File: src/bytecode_accel_pkg.sv
// Constants shared by the bytecode accelerator configuration registers.
// Assumes coprocessor transfers are decoded in the core clock domain.
package bytecode_accel_pkg;

	// ----------------------------------------------------------------
	// Coprocessor coordinates of the two registers
	// ----------------------------------------------------------------
	localparam logic [2:0] CP_OPC1 = 3'h7;
	localparam logic [3:0] CP_CRN_CONTROL = 4'h2;
	localparam logic [3:0] CP_CRN_PARAMS = 4'h3;
	localparam logic [3:0] CP_CRM = 4'h0;
	localparam logic [2:0] CP_OPC2 = 3'h0;

	// ----------------------------------------------------------------
	// Main control register fields
	// ----------------------------------------------------------------
	localparam int CTRL_INDEX_WIDTH_BIT = 27;
	localparam int CTRL_STATIC_PTR_BIT = 26;
	localparam int CTRL_ENABLE_BIT = 0;
	localparam logic CTRL_INDEX_WIDTH_RESET = 1'b0;
	localparam logic CTRL_STATIC_PTR_RESET = 1'b0;
	localparam logic CTRL_ENABLE_RESET = 1'b0;

	// ----------------------------------------------------------------
	// Layout parameters register fields
	// ----------------------------------------------------------------
	localparam int PARAMS_W = 22;
	localparam int BOUNDS_LSB = 17;
	localparam int BOUNDS_W = 5;
	localparam int DESC_SIGN_BIT = 16;
	localparam int DESC_MAG_LSB = 12;
	localparam int OFF_W = 4;
	localparam int ARRAY_REF_LSB = 8;
	localparam int STATIC_LSB = 4;
	localparam int FIELD_LSB = 0;
	localparam logic [PARAMS_W-1:0] PARAMS_RESET = 22'h000000;

	// ----------------------------------------------------------------
	// Quick field index widths, in bits
	// ----------------------------------------------------------------
	localparam logic [4:0] QUICK_INDEX_NARROW = 5'h08;
	localparam logic [4:0] QUICK_INDEX_WIDE = 5'h10;

endpackage

File: src/debug_coproc_if.sv
// Decoded coprocessor access carried between the register bank and its decoder.
// Assumes one access at most per cycle, driven by the register bank.
`timescale 1ns/1ps
`default_nettype none
interface debug_coproc_if;
	logic access_valid;
	logic [2:0] opc1;
	logic [3:0] crn;
	logic [3:0] crm;
	logic [2:0] opc2;
	logic privileged;
	logic sel_control;
	logic sel_params;
	logic refused;

	modport decoder (
		input access_valid, opc1, crn, crm, opc2, privileged,
		output sel_control, sel_params, refused
	);
	modport bank (
		output access_valid, opc1, crn, crm, opc2, privileged,
		input sel_control, sel_params, refused
	);
endinterface
`default_nettype wire

File: src/debug_coproc_decode.sv
// Decodes a coprocessor transfer into register selects and a refusal.
// Assumes the access fields are stable while access_valid is high.
`timescale 1ns/1ps
`default_nettype none
module debug_coproc_decode (
	debug_coproc_if.decoder acc
);

	// ----------------------------------------------------------------
	// Address match
	// ----------------------------------------------------------------
	function automatic logic coord_hit(input logic [3:0] crn_want);
		coord_hit = (acc.opc1 == bytecode_accel_pkg::CP_OPC1)
			&& (acc.crn == crn_want)
			&& (acc.crm == bytecode_accel_pkg::CP_CRM)
			&& (acc.opc2 == bytecode_accel_pkg::CP_OPC2);
	endfunction

	logic hit_control;
	logic hit_params;

	always_comb begin
		hit_control = coord_hit(bytecode_accel_pkg::CP_CRN_CONTROL);
		hit_params = coord_hit(bytecode_accel_pkg::CP_CRN_PARAMS);
	end

	// ----------------------------------------------------------------
	// Privilege gate
	// ----------------------------------------------------------------
	// Unprivileged or unmapped transfers select nothing and are refused
	always_comb begin
		acc.sel_control = acc.access_valid && acc.privileged && hit_control;
		acc.sel_params = acc.access_valid && acc.privileged && hit_params;
		acc.refused = acc.access_valid && !(acc.sel_control || acc.sel_params);
	end

endmodule // debug_coproc_decode
`default_nettype wire

File: src/bytecode_accel_config_regs.sv
// Configuration register bank of the bytecode execution hardware.
// Assumes coprocessor transfers and instruction events arrive synchronous to core_clk_i.
//
// Summary of operation
// - Control bit 27 selects 8-bit (0) or 16-bit (1) quick field indices.
// - Control bit 26 selects static references as handles (0) or pointers (1).
// - Enable clear: bytecode branch behaves exactly like branch-and-exchange.
// - Enable clear: setting status bytecode flag raises disabled-hardware exception.
// - Enable set: bytecode branch enters bytecode execution state.
// - Enable set: writing status bytecode flag enters bytecode execution state.
// - Control register reached by coprocessor transfer opcode1 7, c2, c0, opcode2 0.
// - Parameters register accessible only from privileged modes.
// - Parameter bits 21:17 give element count bit position in descriptor word.
// - Parameter bits 16:12 are sign-magnitude word offset to array descriptor.
// - Bit 16 is descriptor offset sign, zero positive, one negative.
// - Bits 15:12 are unsigned descriptor offset magnitude in words.
// - Bits 11:8 give word offset to array data or data pointer.
// - Bits 7:4 give word offset to static value or its pointer.
// - Bits 3:0 give word offset of field from object data block.
// - Parameters register reached by transfer opcode1 7, c3, c0, opcode2 0.
// - Control register accessible only from privileged modes.
`timescale 1ns/1ps
`default_nettype none
module bytecode_accel_config_regs #(
	parameter int DATA_W = 32
) (
	input wire logic core_clk_i,
	input wire logic reset_i,
	input wire logic cp_valid_i,
	input wire logic cp_write_i,
	input wire logic [2:0] cp_opc1_i,
	input wire logic [3:0] cp_crn_i,
	input wire logic [3:0] cp_crm_i,
	input wire logic [2:0] cp_opc2_i,
	input wire logic cp_privileged_i,
	input wire logic [DATA_W-1:0] cp_wdata_i,
	output logic cp_done_o,
	output logic cp_undef_o,
	output logic [DATA_W-1:0] cp_rdata_o,
	input wire logic branch_to_bytecode_i,
	input wire logic psw_bytecode_set_i,
	output logic enter_bytecode_o,
	output logic branch_exchange_o,
	output logic disabled_exception_o,
	output logic engine_enable_o,
	output logic [4:0] quick_field_index_width_o,
	output logic static_ref_as_pointer_o,
	output logic [bytecode_accel_pkg::BOUNDS_W-1:0] bounds_shift_o,
	output logic [bytecode_accel_pkg::OFF_W+1:0] array_descriptor_offset_o,
	output logic [bytecode_accel_pkg::OFF_W-1:0] array_ref_offset_o,
	output logic [bytecode_accel_pkg::OFF_W-1:0] static_offset_o,
	output logic [bytecode_accel_pkg::OFF_W-1:0] object_field_offset_o
);

	localparam int PW = bytecode_accel_pkg::PARAMS_W;
	localparam int OW = bytecode_accel_pkg::OFF_W;

	// ----------------------------------------------------------------
	// Access decode
	// ----------------------------------------------------------------
	debug_coproc_if acc ();

	assign acc.access_valid = cp_valid_i;
	assign acc.opc1 = cp_opc1_i;
	assign acc.crn = cp_crn_i;
	assign acc.crm = cp_crm_i;
	assign acc.opc2 = cp_opc2_i;
	assign acc.privileged = cp_privileged_i;

	debug_coproc_decode decode_u (
		.acc(acc)
	);

	// ----------------------------------------------------------------
	// Helpers
	// ----------------------------------------------------------------
	// Sign-magnitude descriptor offset turned into two's complement words
	function automatic logic [OW+1:0] sign_mag_to_twos(
		input logic sign,
		input logic [OW-1:0] mag
	);
		logic [OW+1:0] wide;
		wide = {2'b00, mag};
		if (sign) begin
			sign_mag_to_twos = (~wide) + {{(OW+1){1'b0}}, 1'b1};
		end else begin
			sign_mag_to_twos = wide;
		end
	endfunction

	// Pulls a field of the offset width out of the parameters word
	function automatic logic [OW-1:0] offset_field(
		input logic [PW-1:0] word,
		input int lsb
	);
		offset_field = word[lsb +: OW];
	endfunction

	// ----------------------------------------------------------------
	// Main control register
	// ----------------------------------------------------------------
	logic index_wide_reg;
	logic index_wide_next;
	logic static_ptr_reg;
	logic static_ptr_next;
	logic enable_reg;
	logic enable_next;

	// Only the defined bits are stored, so reserved writes cannot leak
	always_comb begin
		index_wide_next = index_wide_reg;
		static_ptr_next = static_ptr_reg;
		enable_next = enable_reg;
		if (acc.sel_control && cp_write_i) begin
			index_wide_next = cp_wdata_i[bytecode_accel_pkg::CTRL_INDEX_WIDTH_BIT];
			static_ptr_next = cp_wdata_i[bytecode_accel_pkg::CTRL_STATIC_PTR_BIT];
			enable_next = cp_wdata_i[bytecode_accel_pkg::CTRL_ENABLE_BIT];
		end
	end

	always_ff @(posedge core_clk_i or posedge reset_i) begin
		if (reset_i) begin
			index_wide_reg <= bytecode_accel_pkg::CTRL_INDEX_WIDTH_RESET;
			static_ptr_reg <= bytecode_accel_pkg::CTRL_STATIC_PTR_RESET;
			enable_reg <= bytecode_accel_pkg::CTRL_ENABLE_RESET;
		end else begin
			index_wide_reg <= index_wide_next;
			static_ptr_reg <= static_ptr_next;
			enable_reg <= enable_next;
		end
	end

	// ----------------------------------------------------------------
	// Layout parameters register
	// ----------------------------------------------------------------
	logic [PW-1:0] params_reg;
	logic [PW-1:0] params_next;

	// Bits above the bounds shift field are dropped on write
	always_comb begin
		params_next = params_reg;
		if (acc.sel_params && cp_write_i) begin
			params_next = cp_wdata_i[PW-1:0];
		end
	end

	always_ff @(posedge core_clk_i or posedge reset_i) begin
		if (reset_i) begin
			params_reg <= bytecode_accel_pkg::PARAMS_RESET;
		end else begin
			params_reg <= params_next;
		end
	end

	// ----------------------------------------------------------------
	// Read and answer path
	// ----------------------------------------------------------------
	logic done_reg;
	logic done_next;
	logic undef_reg;
	logic undef_next;
	logic [DATA_W-1:0] rdata_reg;
	logic [DATA_W-1:0] rdata_next;

	// Read data is the stored value on accepted reads and zero on write or refused accesses
	always_comb begin
		done_next = cp_valid_i;
		undef_next = acc.refused;
		rdata_next = '0;
		if (acc.sel_control && !cp_write_i) begin
			rdata_next[bytecode_accel_pkg::CTRL_INDEX_WIDTH_BIT] = index_wide_reg;
			rdata_next[bytecode_accel_pkg::CTRL_STATIC_PTR_BIT] = static_ptr_reg;
			rdata_next[bytecode_accel_pkg::CTRL_ENABLE_BIT] = enable_reg;
		end else if (acc.sel_params && !cp_write_i) begin
			rdata_next[PW-1:0] = params_reg;
		end
	end

	always_ff @(posedge core_clk_i or posedge reset_i) begin
		if (reset_i) begin
			done_reg <= 1'b0;
			undef_reg <= 1'b0;
			rdata_reg <= '0;
		end else begin
			done_reg <= done_next;
			undef_reg <= undef_next;
			rdata_reg <= rdata_next;
		end
	end

	assign cp_done_o = done_reg;
	assign cp_undef_o = undef_reg;
	assign cp_rdata_o = rdata_reg;

	// ----------------------------------------------------------------
	// Bytecode state entry
	// ----------------------------------------------------------------
	logic enter_reg;
	logic enter_next;
	logic plain_branch_reg;
	logic plain_branch_next;
	logic disabled_reg;
	logic disabled_next;

	// Decisions use the enable already stored; a write in the same cycle
	// affects only the following instructions.
	always_comb begin
		enter_next = 1'b0;
		plain_branch_next = 1'b0;
		disabled_next = 1'b0;
		if (enable_reg) begin
			enter_next = branch_to_bytecode_i
				|| psw_bytecode_set_i;
		end else begin
			plain_branch_next = branch_to_bytecode_i;
			disabled_next = psw_bytecode_set_i;
		end
	end

	always_ff @(posedge core_clk_i or posedge reset_i) begin
		if (reset_i) begin
			enter_reg <= 1'b0;
			plain_branch_reg <= 1'b0;
			disabled_reg <= 1'b0;
		end else begin
			enter_reg <= enter_next;
			plain_branch_reg <= plain_branch_next;
			disabled_reg <= disabled_next;
		end
	end

	assign enter_bytecode_o = enter_reg;
	assign branch_exchange_o = plain_branch_reg;
	assign disabled_exception_o = disabled_reg;

	// ----------------------------------------------------------------
	// Configuration outputs
	// ----------------------------------------------------------------
	assign engine_enable_o = enable_reg;
	assign static_ref_as_pointer_o = static_ptr_reg;

	always_comb begin
		if (index_wide_reg) begin
			quick_field_index_width_o = bytecode_accel_pkg::QUICK_INDEX_WIDE;
		end else begin
			quick_field_index_width_o = bytecode_accel_pkg::QUICK_INDEX_NARROW;
		end
	end

	assign bounds_shift_o =
		params_reg[bytecode_accel_pkg::BOUNDS_LSB +: bytecode_accel_pkg::BOUNDS_W];

	// Signed word offset; the magnitude range is symmetric, so no overflow
	assign array_descriptor_offset_o = sign_mag_to_twos(
		params_reg[bytecode_accel_pkg::DESC_SIGN_BIT],
		offset_field(params_reg, bytecode_accel_pkg::DESC_MAG_LSB)
	);

	assign array_ref_offset_o =
		offset_field(params_reg, bytecode_accel_pkg::ARRAY_REF_LSB);
	assign static_offset_o =
		offset_field(params_reg, bytecode_accel_pkg::STATIC_LSB);
	assign object_field_offset_o =
		offset_field(params_reg, bytecode_accel_pkg::FIELD_LSB);

endmodule // bytecode_accel_config_regs
`default_nettype wire

File: config.mk
export PLATFORM = sky130hd
export DESIGN_NAME = bytecode_accel_config_regs
export DESIGN_NICKNAME = d
export VERILOG_FILES = /design/src/bytecode_accel_pkg.sv /design/src/debug_coproc_if.sv /design/src/debug_coproc_decode.sv /design/src/bytecode_accel_config_regs.sv
export SDC_FILE = /design/constraint.sdc
export NUM_CORES = 1
export LEC_CHECK = 0
export ABC_AREA = 1
export BUFFER_PORTS_ARGS = -buffer_cell sky130_fd_sc_hd__buf_2
export CAP_MARGIN = 20
export CORE_MARGIN = 2
export CORE_UTILIZATION = 45
export DETAILED_ROUTE_END_ITERATION = 7
export GPL_ROUTABILITY_DRIVEN = 0
export GPL_TIMING_DRIVEN = 1
export MAX_ROUTING_LAYER = met4
export PLACE_DENSITY = 0.78
export SYNTH_ARGS = -nofsm -noshare
export SYNTH_HDL_FRONTEND = slang
export SYNTH_SLANG_ARGS = --single-unit
File: constraint.sdc
create_clock -name core_clk_i -period 1.64 [get_ports core_clk_i]
set_input_delay 0.082 -clock core_clk_i [delete_from_list [all_inputs] [get_ports core_clk_i]]
set_output_delay 0.082 -clock core_clk_i [all_outputs]
set_load 0.005 [all_outputs]
Yosys cells after proc, flatten, opt, wreduce, memory -nomap -nowiden
Index checks and enable logic that the tools add are counted.
Widths: inputs -> output; s select.
Cells by class
  eq/ne operators: 3
  muxes and demuxes: 9
  add/sub/neg operators: 1
  bitwise operators: 1
  reductions and logical operators: 20
Operator list (number)
  $mux 22: 1
  $mux 21: 1
  $logic_and 1x1->1: 14
  $eq 4x2->1 const B: 2
  $add 6x1->6 const B: 1
  $mux 6: 1
  $not 4->6: 1
  $mux 5: 1
  $logic_not 4->1: 1
  $mux 1: 4
  $eq 3x3->1 const B: 1
  $logic_not 3->1: 1
  $logic_not 1->1: 2
  $logic_or 1x1->1: 2
  $mux 2: 1
Storage, ports and cells
  register bits after elaboration: 54

Depth between registers and ports, before layout
Gate-level depths: netlist (run 1).
  word-level depth: 8
  mapped depth: 8

Cells and area by module
From an unflattened synthesis (run 1), not the netlist that was laid out.
Second synthesis, totals
  cell total of the unflattened synthesis: 246
  area total of the unflattened synthesis: 2307.2 µm²
By module, submodules not included
  bytecode_accel_config_regs: sequential area each 1351.3 µm², times used 1, cells each 219, area an instance 2185.8 µm²
  debug_coproc_decode: sequential area each 0.0 µm², times used 1, cells each 27, area an instance 121.4 µm²

Worst setup path after synthesis (run 1)
OpenSTA, ideal clock, no wires.
  path kind: reg-to-output
  from: register params_reg[12]
  to: output port array_descriptor_offset_o[2] (netlist name)
  data arrival time: 0.935 ns
  slack: 0.623 ns
  path buffers: 0
  cell stages (with the launch flop): 6
  cell sequence: dfrtp_1 -> inv_1 -> ha_1 -> nor2_1 -> xor2_1 -> inv_1
Between the ends
  word-level cells in the longest chain between the ends: 3
RTL lines
  start: declaration: RTL line bytecode_accel_config_regs.sv:136  | logic [PW-1:0] params_reg;
  start signal: assignment: RTL line bytecode_accel_config_regs.sv:149  | params_reg <= bytecode_accel_pkg::PARAMS_RESET;
  start signal: assignment: RTL line bytecode_accel_config_regs.sv:151  | params_reg <= params_next;
  $not 4->6: RTL line bytecode_accel_config_regs.sv:85  | sign_mag_to_twos = (~wide) + {{(OW+1){1'b0}}, 1'b1};
  $add 6x1->6: RTL line bytecode_accel_config_regs.sv:85
  $mux 6: RTL line bytecode_accel_config_regs.sv:84  | if (sign) begin
  end: declaration: RTL line bytecode_accel_config_regs.sv:49  | output logic [bytecode_accel_pkg::OFF_W+1:0] array_descriptor_offset_o,
Every way passes these cells.

Worst setup path in the final report (run 1)
  from: input port cp_valid_i
  to: register params_reg[18]
Between the ends
  word-level cells in the longest chain between the ends: 3
RTL lines
  start: declaration: RTL line bytecode_accel_config_regs.sv:29  | input wire logic cp_valid_i,
  $logic_and 1x1->1 (2 in a row): RTL line debug_coproc_decode.sv:33  | acc.sel_params = acc.access_valid && acc.privileged && hit_params;
  $logic_and 1x1->1: RTL line bytecode_accel_config_regs.sv:142  | if (acc.sel_params && cp_write_i) begin
Every way passes these cells.
A chain may end at the register's enable or synchronous reset.

==> impl_metrics.json, run 1 <==
{
  "status": "finished clean",
  "hold_path_end": "params_reg[12]$_DFFE_PP0P_",
  "whs_path_depth": 3,
  "die_x_um": 78.9,
  "period_share_pct": 92.3,
  "num_antenna_cells": 0,
  "cp_slowest_stage_delay_ps": 520,
  "worst_pin_slew_ps": 575,
  "drt_iter0_markers": 96,
  "async_flop_share_pct": 100,
  "grt_pass1_wl_mm": 7.46,
  "totalWireLength_mm": 4.68,
  "cts.path.max_buffers": 2,
  "boundaryPins": 120,
  "worstPathMaxFanout": 44,
  "final_nets": 411,
  "worstSetupEndpointType": "register",
  "dieHeight_um": 78.9,
  "place_hpwl_mm": 3.52,
  "min_period_ps": 1510,
  "htreeDepth": 2,
  "drive_above_1_share_pct": 41.1,
  "grt_usage_pct": 15.7,
  "dpl-instance-area_mm2": 0.00291,
  "net-switching-power_mw": 0.513,
  "p_leak_nw": 1.74,
  "ys_seq_area_share_pct": 53.5,
  "ant_nets": 0,
  "layout_common_cells": "buf_2 (100), dfrtp_1 (53), nand2_1 (51)",
  "maxCapViolations": 0,
  "synth_top_area_share_pct": 53.5,
  "cts_tree": "built",
  "hold_viol_final": 0,
  "skew_ps": 5.50,
  "min-delay-start": "cp_wdata_i[12]",
  "p_sw_share_pct": 23.1,
  "vias": 1868,
  "rr_startpoint": "engine_enable_o$_DFFE_PP0P_",
  "synth_edf_count": 0,
  "largest_register_ff_count": 24,
  "slowest_stage": "dlygate4sd3_1",
  "critical_path_class": "in2reg",
  "ir_worst_vdd_uv": 380,
  "reg2reg_depth": 2,
  "remaining_drc_errors": 0,
  "grt_overflow_total": 0,
  "hold_class": "in2reg",
  "timing.rr.end": "cp_rdata_o[0]$_DFF_PP0_",
  "ys_warn_count": 0,
  "rsz0062_at_grt": "no",
  "powerDensity_mw_per_mm2": 729,
  "synth-seq-cells": 54,
  "clkTransAtPathRegs_ps": 100,
  "critPathRequiredTime_ps": 1810,
  "grt_pass1_vias": 1748,
  "num_rows": 27,
  "wl_per_cell_um": 10.9,
  "via_per_inst": 4.34,
  "layout_commonest_cell": "buf_2",
  "synth_area_mm2": 0.00253,
  "combPwrFrac_pct": 6.4,
  "fmax_mhz": 661,
  "yosys.area.top_type": "dfrtp_1",
  "relSlewSlack_pct": 61.6,
  "cts_made_buffers": 5,
  "p_seq_share_pct": 60.2,
  "synth-main-ff-cell": "dfrtp_1",
  "critPathLaunchType": "primary input",
  "yosys-top-cells-area": "dfrtp_1 (53%), buf_4 (8.9%), o21ai_2 (7.6%)",
  "r2r_setup_slack_ps": 860,
  "cp.arrival_ps": 1690,
  "port-buffer-count": 100,
  "synthCells": 268,
  "yosysUniqueCellTypes": 22,
  "start_util_pct": 46.2,
  "grt_max_degree": 45,
  "coreArea_mm2": 0.00547,
  "numClockSinks": 54,
  "p_int_mw": 1.71,
  "antenna_found_initial": 0,
  "clock_latency_ps": 300,
  "areaGrowthSynthToFinish_pct": 20.5,
  "slew_violations": 0,
  "dieArea_mm2": 0.00623,
  "tns_ps": 0,
  "stdcell_area_mm2": 0.00305,
  "clock-root-buffer": "clkbuf_8",
  "syn_area_per_cell_um2": 9.43,
  "setup_viol": 0,
  "path_cells": "dlygate4sd3_1 > buf_2 > nand3_1 > nor2_2 > nand3_4 > buf_4 > nand2_1 > o21ai_2",
  "pwr-share-clk_pct": 33.4,
  "drtPass1Iterations": 4
}
-- through the flow --
stage / util, % / setup slack (ps) / hold slack (ps) / cells / total power [mW]
2_1_floorplan: - / 243 / 113 / 278 / 1.44
4_1_cts: 55.6 / 108 / 5.10 / 430 / 2.25
5_1_grt: 55.7 / 18.9 / 2.19 / 430 / 2.33
3_3_place_gp: 53.2 / 335 / 165 / 418 / 1.50
6_report: 55.7 / 126 / 8.06 / 430 / 2.22
3_5_place_dp: 53.2 / 302 / 177 / 418 / 1.50
-- critical path: cells and delay by family --
kind	cells	cell delay, ps
AOI/OAI and AO/OA	1	60
buffers and inverters	3	950
and+or+nand+nor	4	590
-- final cells by class --
cell class / instances / area [um2]
sequential: 54 / 1350
clock inverter: 3 / 26.3
multi-input combinational: 141 / 742
timing repair buffer: 110 / 598
inverter: 45 / 169
tap: 72 / 90.1
clock buffer: 5 / 68.8
fill: 535 / 2430
-- timing repair --
action,4_1_cts,5_1_grt
buffers inserted,0,0
endpoints found under the hold margin,29,0
hold buffers,4,0
resized for setup,0,1
endpoints found under the setup margin,0,1
-- how the worst max path moves through the flow --
stage                                        end  slack (ps)                       start
floorplan            branch_exchange_o$_DFF_PP0_         240                     reset_i
global placement      params_reg[21]$_DFFE_PP0P_         330                 cp_crm_i[2]
detailed placement    params_reg[19]$_DFFE_PP0P_         300                 cp_crm_i[0]
CTS                 array_descriptor_offset_o[2]         110  params_reg[12]$_DFFE_PP0P_
global route        array_descriptor_offset_o[2]          20  params_reg[13]$_DFFE_PP0P_
finish                params_reg[18]$_DFFE_PP0P_         130                  cp_valid_i
-- cells in the mapped netlist (3+ instances only) --
| master | n |
|---|---|
| buf_4 | 30 |
| buf_6 | 6 |
| dfrtp_1 | 54 |
| inv_1 | 45 |
| nand2_1 | 51 |
| nand3_1 | 6 |
| nand3_2 | 3 |
| nor2_1 | 28 |
| nor2_2 | 3 |
| o21ai_0 | 6 |
| o21ai_2 | 22 |
-- cells by family (layout without fill, tap and decap cells) --
group / count (synthesis) / count (layout) / synth area share (%)
flip-flops: 54 / 54 / 53.5
buffers and inverters: 83 / 163 / 18.7
AO/OA/AOI/OAI: 32 / 32 / 9.85
XOR/XNOR: 2 / 2 / 0.693
other: 1 / 11 / 0.148
adder cells (fa/ha/maj): 1 / 1 / 0.495
AND/OR/NAND/NOR: 95 / 95 / 16.7
-- per-layer routing --
layer	part of all wire [%]	track usage, %	vias up	wire length, um
li1	-	-	940	-
met1	41	16.9	859	1900
met2	51	28.4	63	2380
met3	7.2	4.55	6	335
met4	1.2	4.14	0	58
met5	0	-	-	0
-- power by group through the flow --
| stage | Clock, mW | Combinational, mW | Sequential (mW) |
|---|---|---|---|
| after floorplan | 0 | 0.0790 | 1.36 |
| after global placement | 0 | 0.134 | 1.36 |
| after detailed placement | 0 | 0.137 | 1.36 |
| after CTS | 0.765 | 0.145 | 1.34 |
| after global routing | 0.827 | 0.163 | 1.34 |
| final | 0.741 | 0.142 | 1.34 |
No activity file was read; power rests on OpenSTA's default activity.
==> run 2: changes to the inputs <==
--- a/config.mk
+++ b/config.mk
@@ -6,6 +6,7 @@
 export NUM_CORES = 1
 export LEC_CHECK = 0
 export ABC_AREA = 1
+export ABC_CLOCK_PERIOD_IN_PS = 1640
 export BUFFER_PORTS_ARGS = -buffer_cell sky130_fd_sc_hd__buf_2
 export CAP_MARGIN = 20
 export CORE_MARGIN = 2
@@ -13,8 +14,9 @@
 export DETAILED_ROUTE_END_ITERATION = 7
 export GPL_ROUTABILITY_DRIVEN = 0
 export GPL_TIMING_DRIVEN = 1
+export HOLD_SLACK_MARGIN = 0.02
 export MAX_ROUTING_LAYER = met4
-export PLACE_DENSITY = 0.78
+export PLACE_DENSITY = 0.83
 export SYNTH_ARGS = -nofsm -noshare
 export SYNTH_HDL_FRONTEND = slang
 export SYNTH_SLANG_ARGS = --single-unit
==> impl_metrics.json, run 2 (synthesized netlist as in run 1, its figures left out) <==
{
  "num_rows": 27,
  "timing.rr.end": "cp_rdata_o[0]$_DFF_PP0_",
  "min_period_ps": 1570,
  "numClockSinks": 54,
  "cts_tree": "built",
  "slew_violations": 0,
  "ir_worst_vdd_uv": 492,
  "start_util_pct": 46.2,
  "clkTransAtPathRegs_ps": 90,
  "powerDensity_mw_per_mm2": 731,
  "vias": 1988,
  "worstPathMaxFanout": 5,
  "period_share_pct": 95.7,
  "antenna_found_initial": 0,
  "gr-usage-met2_pct": 32.9,
  "fmax_mhz": 637,
  "totalWireLength_mm": 5.14,
  "hold_ws_ps": 29.3,
  "relSlewSlack_pct": 60.7,
  "skew_ps": 3.27,
  "ant_nets": 0,
  "min-delay-start": "cp_wdata_i[17]",
  "p_leak_nw": 1.81,
  "reg2reg_depth": 2,
  "clock_latency_ps": 290,
  "hold_viol_final": 0,
  "grt_usage_pct": 18.0,
  "critPathRequiredTime_ps": 1560,
  "num_antenna_cells": 0,
  "layout_common_cells": "buf_2 (100), dfrtp_1 (54), nand2_1 (51)",
  "critPathLaunchType": "register",
  "dieHeight_um": 78.9,
  "dieArea_mm2": 0.00623,
  "rr_startpoint": "engine_enable_o$_DFFE_PP0P_",
  "grt_pass1_vias": 1995,
  "p_total_mw": 2.38,
  "grt_pass1_wl_mm": 8.51,
  "place_hpwl_mm": 3.57,
  "die_x_um": 78.9,
  "grt_overflow_total": 0,
  "stdcell_count": 448,
  "remaining_drc_errors": 0,
  "r2r_setup_slack_ps": 870,
  "postCtsSetupRepairBufs": 0,
  "largest_register_ff_count": 24,
  "worstSetupEndpointType": "output pin",
  "drtPass1Iterations": 4,
  "final_nets": 429,
  "setup_viol": 0,
  "drive_above_1_share_pct": 39.6,
  "areaGrowthSynthToFinish_pct": 28.6,
  "whs_path_depth": 3,
  "critical_path_class": "reg2out",
  "grt_max_degree": 45,
  "cts_made_buffers": 5,
  "grt_use_met1_pct": 19.5,
  "fillCellCount": 493,
  "hold_path_end": "params_reg[17]$_DFFE_PP0P_",
  "coreArea_mm2": 0.00547,
  "cts.path.max_buffers": 2,
  "cp.arrival_ps": 1490,
  "dp.cells": 418,
  "clock-root-buffer": "clkbuf_8",
  "htreeDepth": 2,
  "hold_class": "in2reg",
  "worst_pin_slew_ps": 588,
  "grt-busiest-layer": "met2",
  "boundaryPins": 120,
  "wl_per_cell_um": 11.5,
  "use_met3_pct": 3.98,
  "drt_iter0_markers": 110,
  "port-buffer-count": 100,
  "status": "finished clean",
  "layout_commonest_cell": "buf_2",
  "via_per_inst": 4.44,
  "maxCapViolations": 0
}
==> run 2: cell types whose count changed in the layout (fill, tap and decap cells not counted), sizes merged <==
cell	change
dlygate4sd3	+18
clkinv	-1
bufinv	+1
==> run 2: worst max-delay path by stage <==
| stage | startpoint | end | slack (ps) | depth (start not counted) |
|---|---|---|---|---|
| after floorplan | reset_i | branch_exchange_o$_DFF_PP0_ | 240 | 1 |
| after global placement | cp_crm_i[2] | params_reg[2]$_DFFE_PP0P_ | 350 | 8 |
| after detailed placement | cp_crm_i[0] | params_reg[8]$_DFFE_PP0P_ | 310 | 8 |
| after CTS | params_reg[12]$_DFFE_PP0P_ | array_descriptor_offset_o[2] | 40 | 6 |
| after global routing | params_reg[12]$_DFFE_PP0P_ | array_descriptor_offset_o[2] | -30 | 6 |
| final | params_reg[12]$_DFFE_PP0P_ | array_descriptor_offset_o[2] | 70 | 6 |
==> run 2: per-layer routing <==
layer	part of all wire (%)	wire [um]	up-vias
li1	-	-	978
met1	39	1990	932
met2	53	2730	72
met3	7.0	359	6
met4	1.2	62	0
met5	0	0	-
==> run 2: repair_timing <==
item / 4_1_cts / 5_1_grt
setup endpoints to repair: 0 / 2
endpoints found under the hold margin: 48 / 0
hold buffers: 22 / 0
gates resized for setup: 0 / 3
==> run 2: final cells by class <==
class                   count  area, um2  area share, %
flip-flops and latches     54       1350           41.6
repair buffers            128        778           24.0
multi-input cells         141        752           23.1
inverters                  45        169           5.20
well taps                  72       90.1           2.77
clock buffers               5       68.8           2.12
clock inverters             3       40.0           1.23
==> run 2: critical path, stage by stage, from the launching register on <==
cell and delay [ps]:
dfrtp_1 450, inv_1 70, ha_2 200, nor2_2 120, xor2_1 180, inv_1 60, buf_2 120
==> run 2: per-stage QoR <==
stage / setup TNS, ps / area (um2) / util (%) / worst slack [ps]
3_3_place_gp: 0 / 2910 / 53.2 / 347
4_1_cts: 0 / 3240 / 59.2 / 40.2
3_5_place_dp: 0 / 2910 / 53.2 / 312
6_report: 0 / 3250 / 59.4 / 70.1
5_1_grt: -32.5 / 3250 / 59.4 / -32.5
2_1_floorplan: 0 / 2560 / - / 243
==> run 2: where the power goes <==
group          leakage (nW)  total (mW)  internal [mW]  switching (mW)
Sequential            0.746        1.34           1.34         0.00142
Combinational          1.01       0.179         0.0908          0.0886
Clock                0.0579       0.860          0.450           0.410
==> run 3: changes to the inputs <==
--- a/config.mk
+++ b/config.mk
@@ -13,10 +13,11 @@
 export CORE_UTILIZATION = 45
 export DETAILED_ROUTE_END_ITERATION = 7
 export GPL_ROUTABILITY_DRIVEN = 0
-export GPL_TIMING_DRIVEN = 1
+export GPL_TIMING_DRIVEN = 0
 export HOLD_SLACK_MARGIN = 0.02
 export MAX_ROUTING_LAYER = met4
-export PLACE_DENSITY = 0.83
+export PLACE_DENSITY = 0.85
 export SYNTH_ARGS = -nofsm -noshare
 export SYNTH_HDL_FRONTEND = slang
+export SYNTH_HIERARCHICAL = 1
 export SYNTH_SLANG_ARGS = --single-unit
==> impl_metrics.json, run 3 <==
{
  "p_seq_share_pct": 52.1,
  "cts.path.max_buffers": 2,
  "largest_register_ff_count": 24,
  "final_util_pct": 63.3,
  "drt_iter0_markers": 70,
  "clock_latency_ps": 300,
  "async_flop_share_pct": 100,
  "areaGrowthSynthToFinish_pct": 38.4,
  "cts_made_buffers": 5,
  "combPwrFrac_pct": 6.1,
  "maxCapViolations": 0,
  "critPathLaunchType": "register",
  "synth-main-ff-cell": "dfrtp_1",
  "rsz0062_at_grt": "no",
  "grt_max_degree": 34,
  "synth_most_common_cell": "nor2_1",
  "skew_ps": 1.64,
  "coreArea_mm2": 0.00504,
  "die_x_um": 75.6,
  "yosys.area.top_type": "dfrtp_1",
  "clkTransAtPathRegs_ps": 100,
  "p_int_mw": 2.07,
  "status": "finished clean",
  "worstSetupEndpointType": "output pin",
  "net-switching-power_mw": 0.496,
  "grt_pass1_wl_mm": 7.65,
  "dieArea_mm2": 0.00572,
  "min_period_ps": 1490,
  "synth_area_mm2": 0.00231,
  "yosysUniqueCellTypes": 21,
  "place_hpwl_mm": 3.60,
  "setup_viol": 0,
  "r2r_setup_slack_ps": 870,
  "synthCells": 246,
  "critical_path_class": "reg2out",
  "layout_common_cells": "buf_2 (100), nor2_1 (61), dfrtp_1 (54)",
  "grt_overflow_total": 0,
  "totalWireLength_mm": 4.84,
  "drive_above_1_share_pct": 40.4,
  "slew_violations": 0,
  "synth_top_cells_by_count": "nor2_1 (62), dfrtp_1 (54), inv_1 (35)",
  "wl_per_cell_um": 10.9,
  "numClockSinks": 54,
  "ys_warn_count": 6,
  "grt_usage_pct": 18.3,
  "synth-seq-cells": 54,
  "yosys-top-cells-area": "dfrtp_1 (59%), buf_4 (10%), nor2_1 (10%)",
  "dieHeight_um": 75.6,
  "port-buffer-count": 100,
  "layout_commonest_cell": "buf_2",
  "remaining_drc_errors": 0,
  "pwr-share-clk_pct": 41.8,
  "boundaryPins": 120,
  "worstPathMaxFanout": 4,
  "ant_nets": 0,
  "fmax_mhz": 673,
  "cp.arrival_ps": 1400,
  "hold_class": "in2reg",
  "ys_seq_area_share_pct": 58.6,
  "grt_pass1_vias": 1770,
  "vias": 1895,
  "hold_viol_final": 0,
  "via_per_inst": 4.27,
  "final_nets": 427,
  "start_util_pct": 45.8,
  "cts_tree": "built",
  "htreeDepth": 2,
  "powerDensity_mw_per_mm2": 803,
  "p_total_mw": 2.57,
  "synth_top_area_share_pct": 58.6,
  "antenna_found_initial": 0,
  "clock-root-buffer": "clkbuf_8",
  "synth_edf_count": 0,
  "num_rows": 26,
  "p_sw_share_pct": 19.4,
  "ir_worst_vdd_uv": 461,
  "drtPass1Iterations": 3,
  "period_share_pct": 90.6,
  "tns_ps": 0,
  "num_antenna_cells": 0,
  "p_leak_nw": 1.92,
  "syn_area_per_cell_um2": 9.38,
  "critPathRequiredTime_ps": 1560
}
run 3: area by class of cell:
type | instances | area, um2
Fill cell | 438 | 1850
Sequential cell | 54 | 1350
Timing Repair Buffer | 110 | 611
Multi-Input combinational cell | 131 | 581
Buffer | 36 | 289
Inverter | 35 | 131
Tap cell | 70 | 87.6
Clock buffer | 6 | 82.6
Clock inverter | 2 | 60.1
run 3: logic make-up after synthesis:
kind of cell               synth area share, %
AOI/OAI and AO/OA                         6.72
xor gates and xnor gates                 0.380
adders and majority gates                0.542
buffers and inverters                     18.2
DFF                                       58.6
other                                    0.163
and+or+nand+nor                           15.4
run 3: layer usage:
| layer | track usage, % | vias up | share of wire (%) |
|---|---|---|---|
| li1 | - | 955 | - |
| met1 | 21.2 | 866 | 42 |
| met2 | 32.3 | 69 | 52 |
| met3 | 2.65 | 5 | 5.0 |
| met4 | 6.43 | 0 | 1.1 |
| met5 | - | - | 0 |
run 3: path summary, 6_finish.rpt:
path,start,to,depth (start not counted)
max reg2reg,engine_enable_o$_DFFE_PP0P_,cp_rdata_o[0]$_DFF_PP0_,2
min,cp_wdata_i[27],index_wide_reg$_DFFE_PP0P_,3
max,params_reg[12]$_DFFE_PP0P_,array_descriptor_offset_o[2],6
max in group asynchronous,reset_i,params_reg[5]$_DFFE_PP0P_,4
min in group asynchronous,reset_i,cp_rdata_o[20]$_DFF_PP0_,3
min reg2reg,params_reg[5]$_DFFE_PP0P_,cp_rdata_o[5]$_DFF_PP0_,2
run 3: critical path, cell delays in order (launching register included):
cell and delay (ps):
dfrtp_1 360, inv_1 80, ha_1 220, nor2_1 130
xor2_1 150, inv_1 50, buf_2 120
run 3: power by group through the flow:
stage	combinational, mW	clock [mW]	sequential (mW)
after floorplan	0.0594	0	1.36
after global placement	0.128	0	1.36
after detailed placement	0.139	0	1.36
after CTS	0.156	1.10	1.34
after global routing	0.178	1.14	1.34
final	0.156	1.07	1.34
run 3: repair_timing:
item | in CTS | in global routing
hold buffers | 9 | 0
endpoints found under the hold margin | 30 | 0
resized for setup | 0 | 2
buffers inserted | 0 | 0
setup endpoints to repair | 0 | 19
run 3: per-stage QoR:
stage / hold WS, ps / cell area, um2 / std cells / worst slack (ps)
after floorplan: 113 / 2340 / 256 / 243
after global placement: 230 / 2930 / 426 / -345
after detailed placement: 133 / 2950 / 427 / 181
after CTS: 20.1 / 3190 / 444 / 80.3
after global routing: 26.5 / 3190 / 444 / 30.9
final: 25.8 / 3190 / 444 / 154
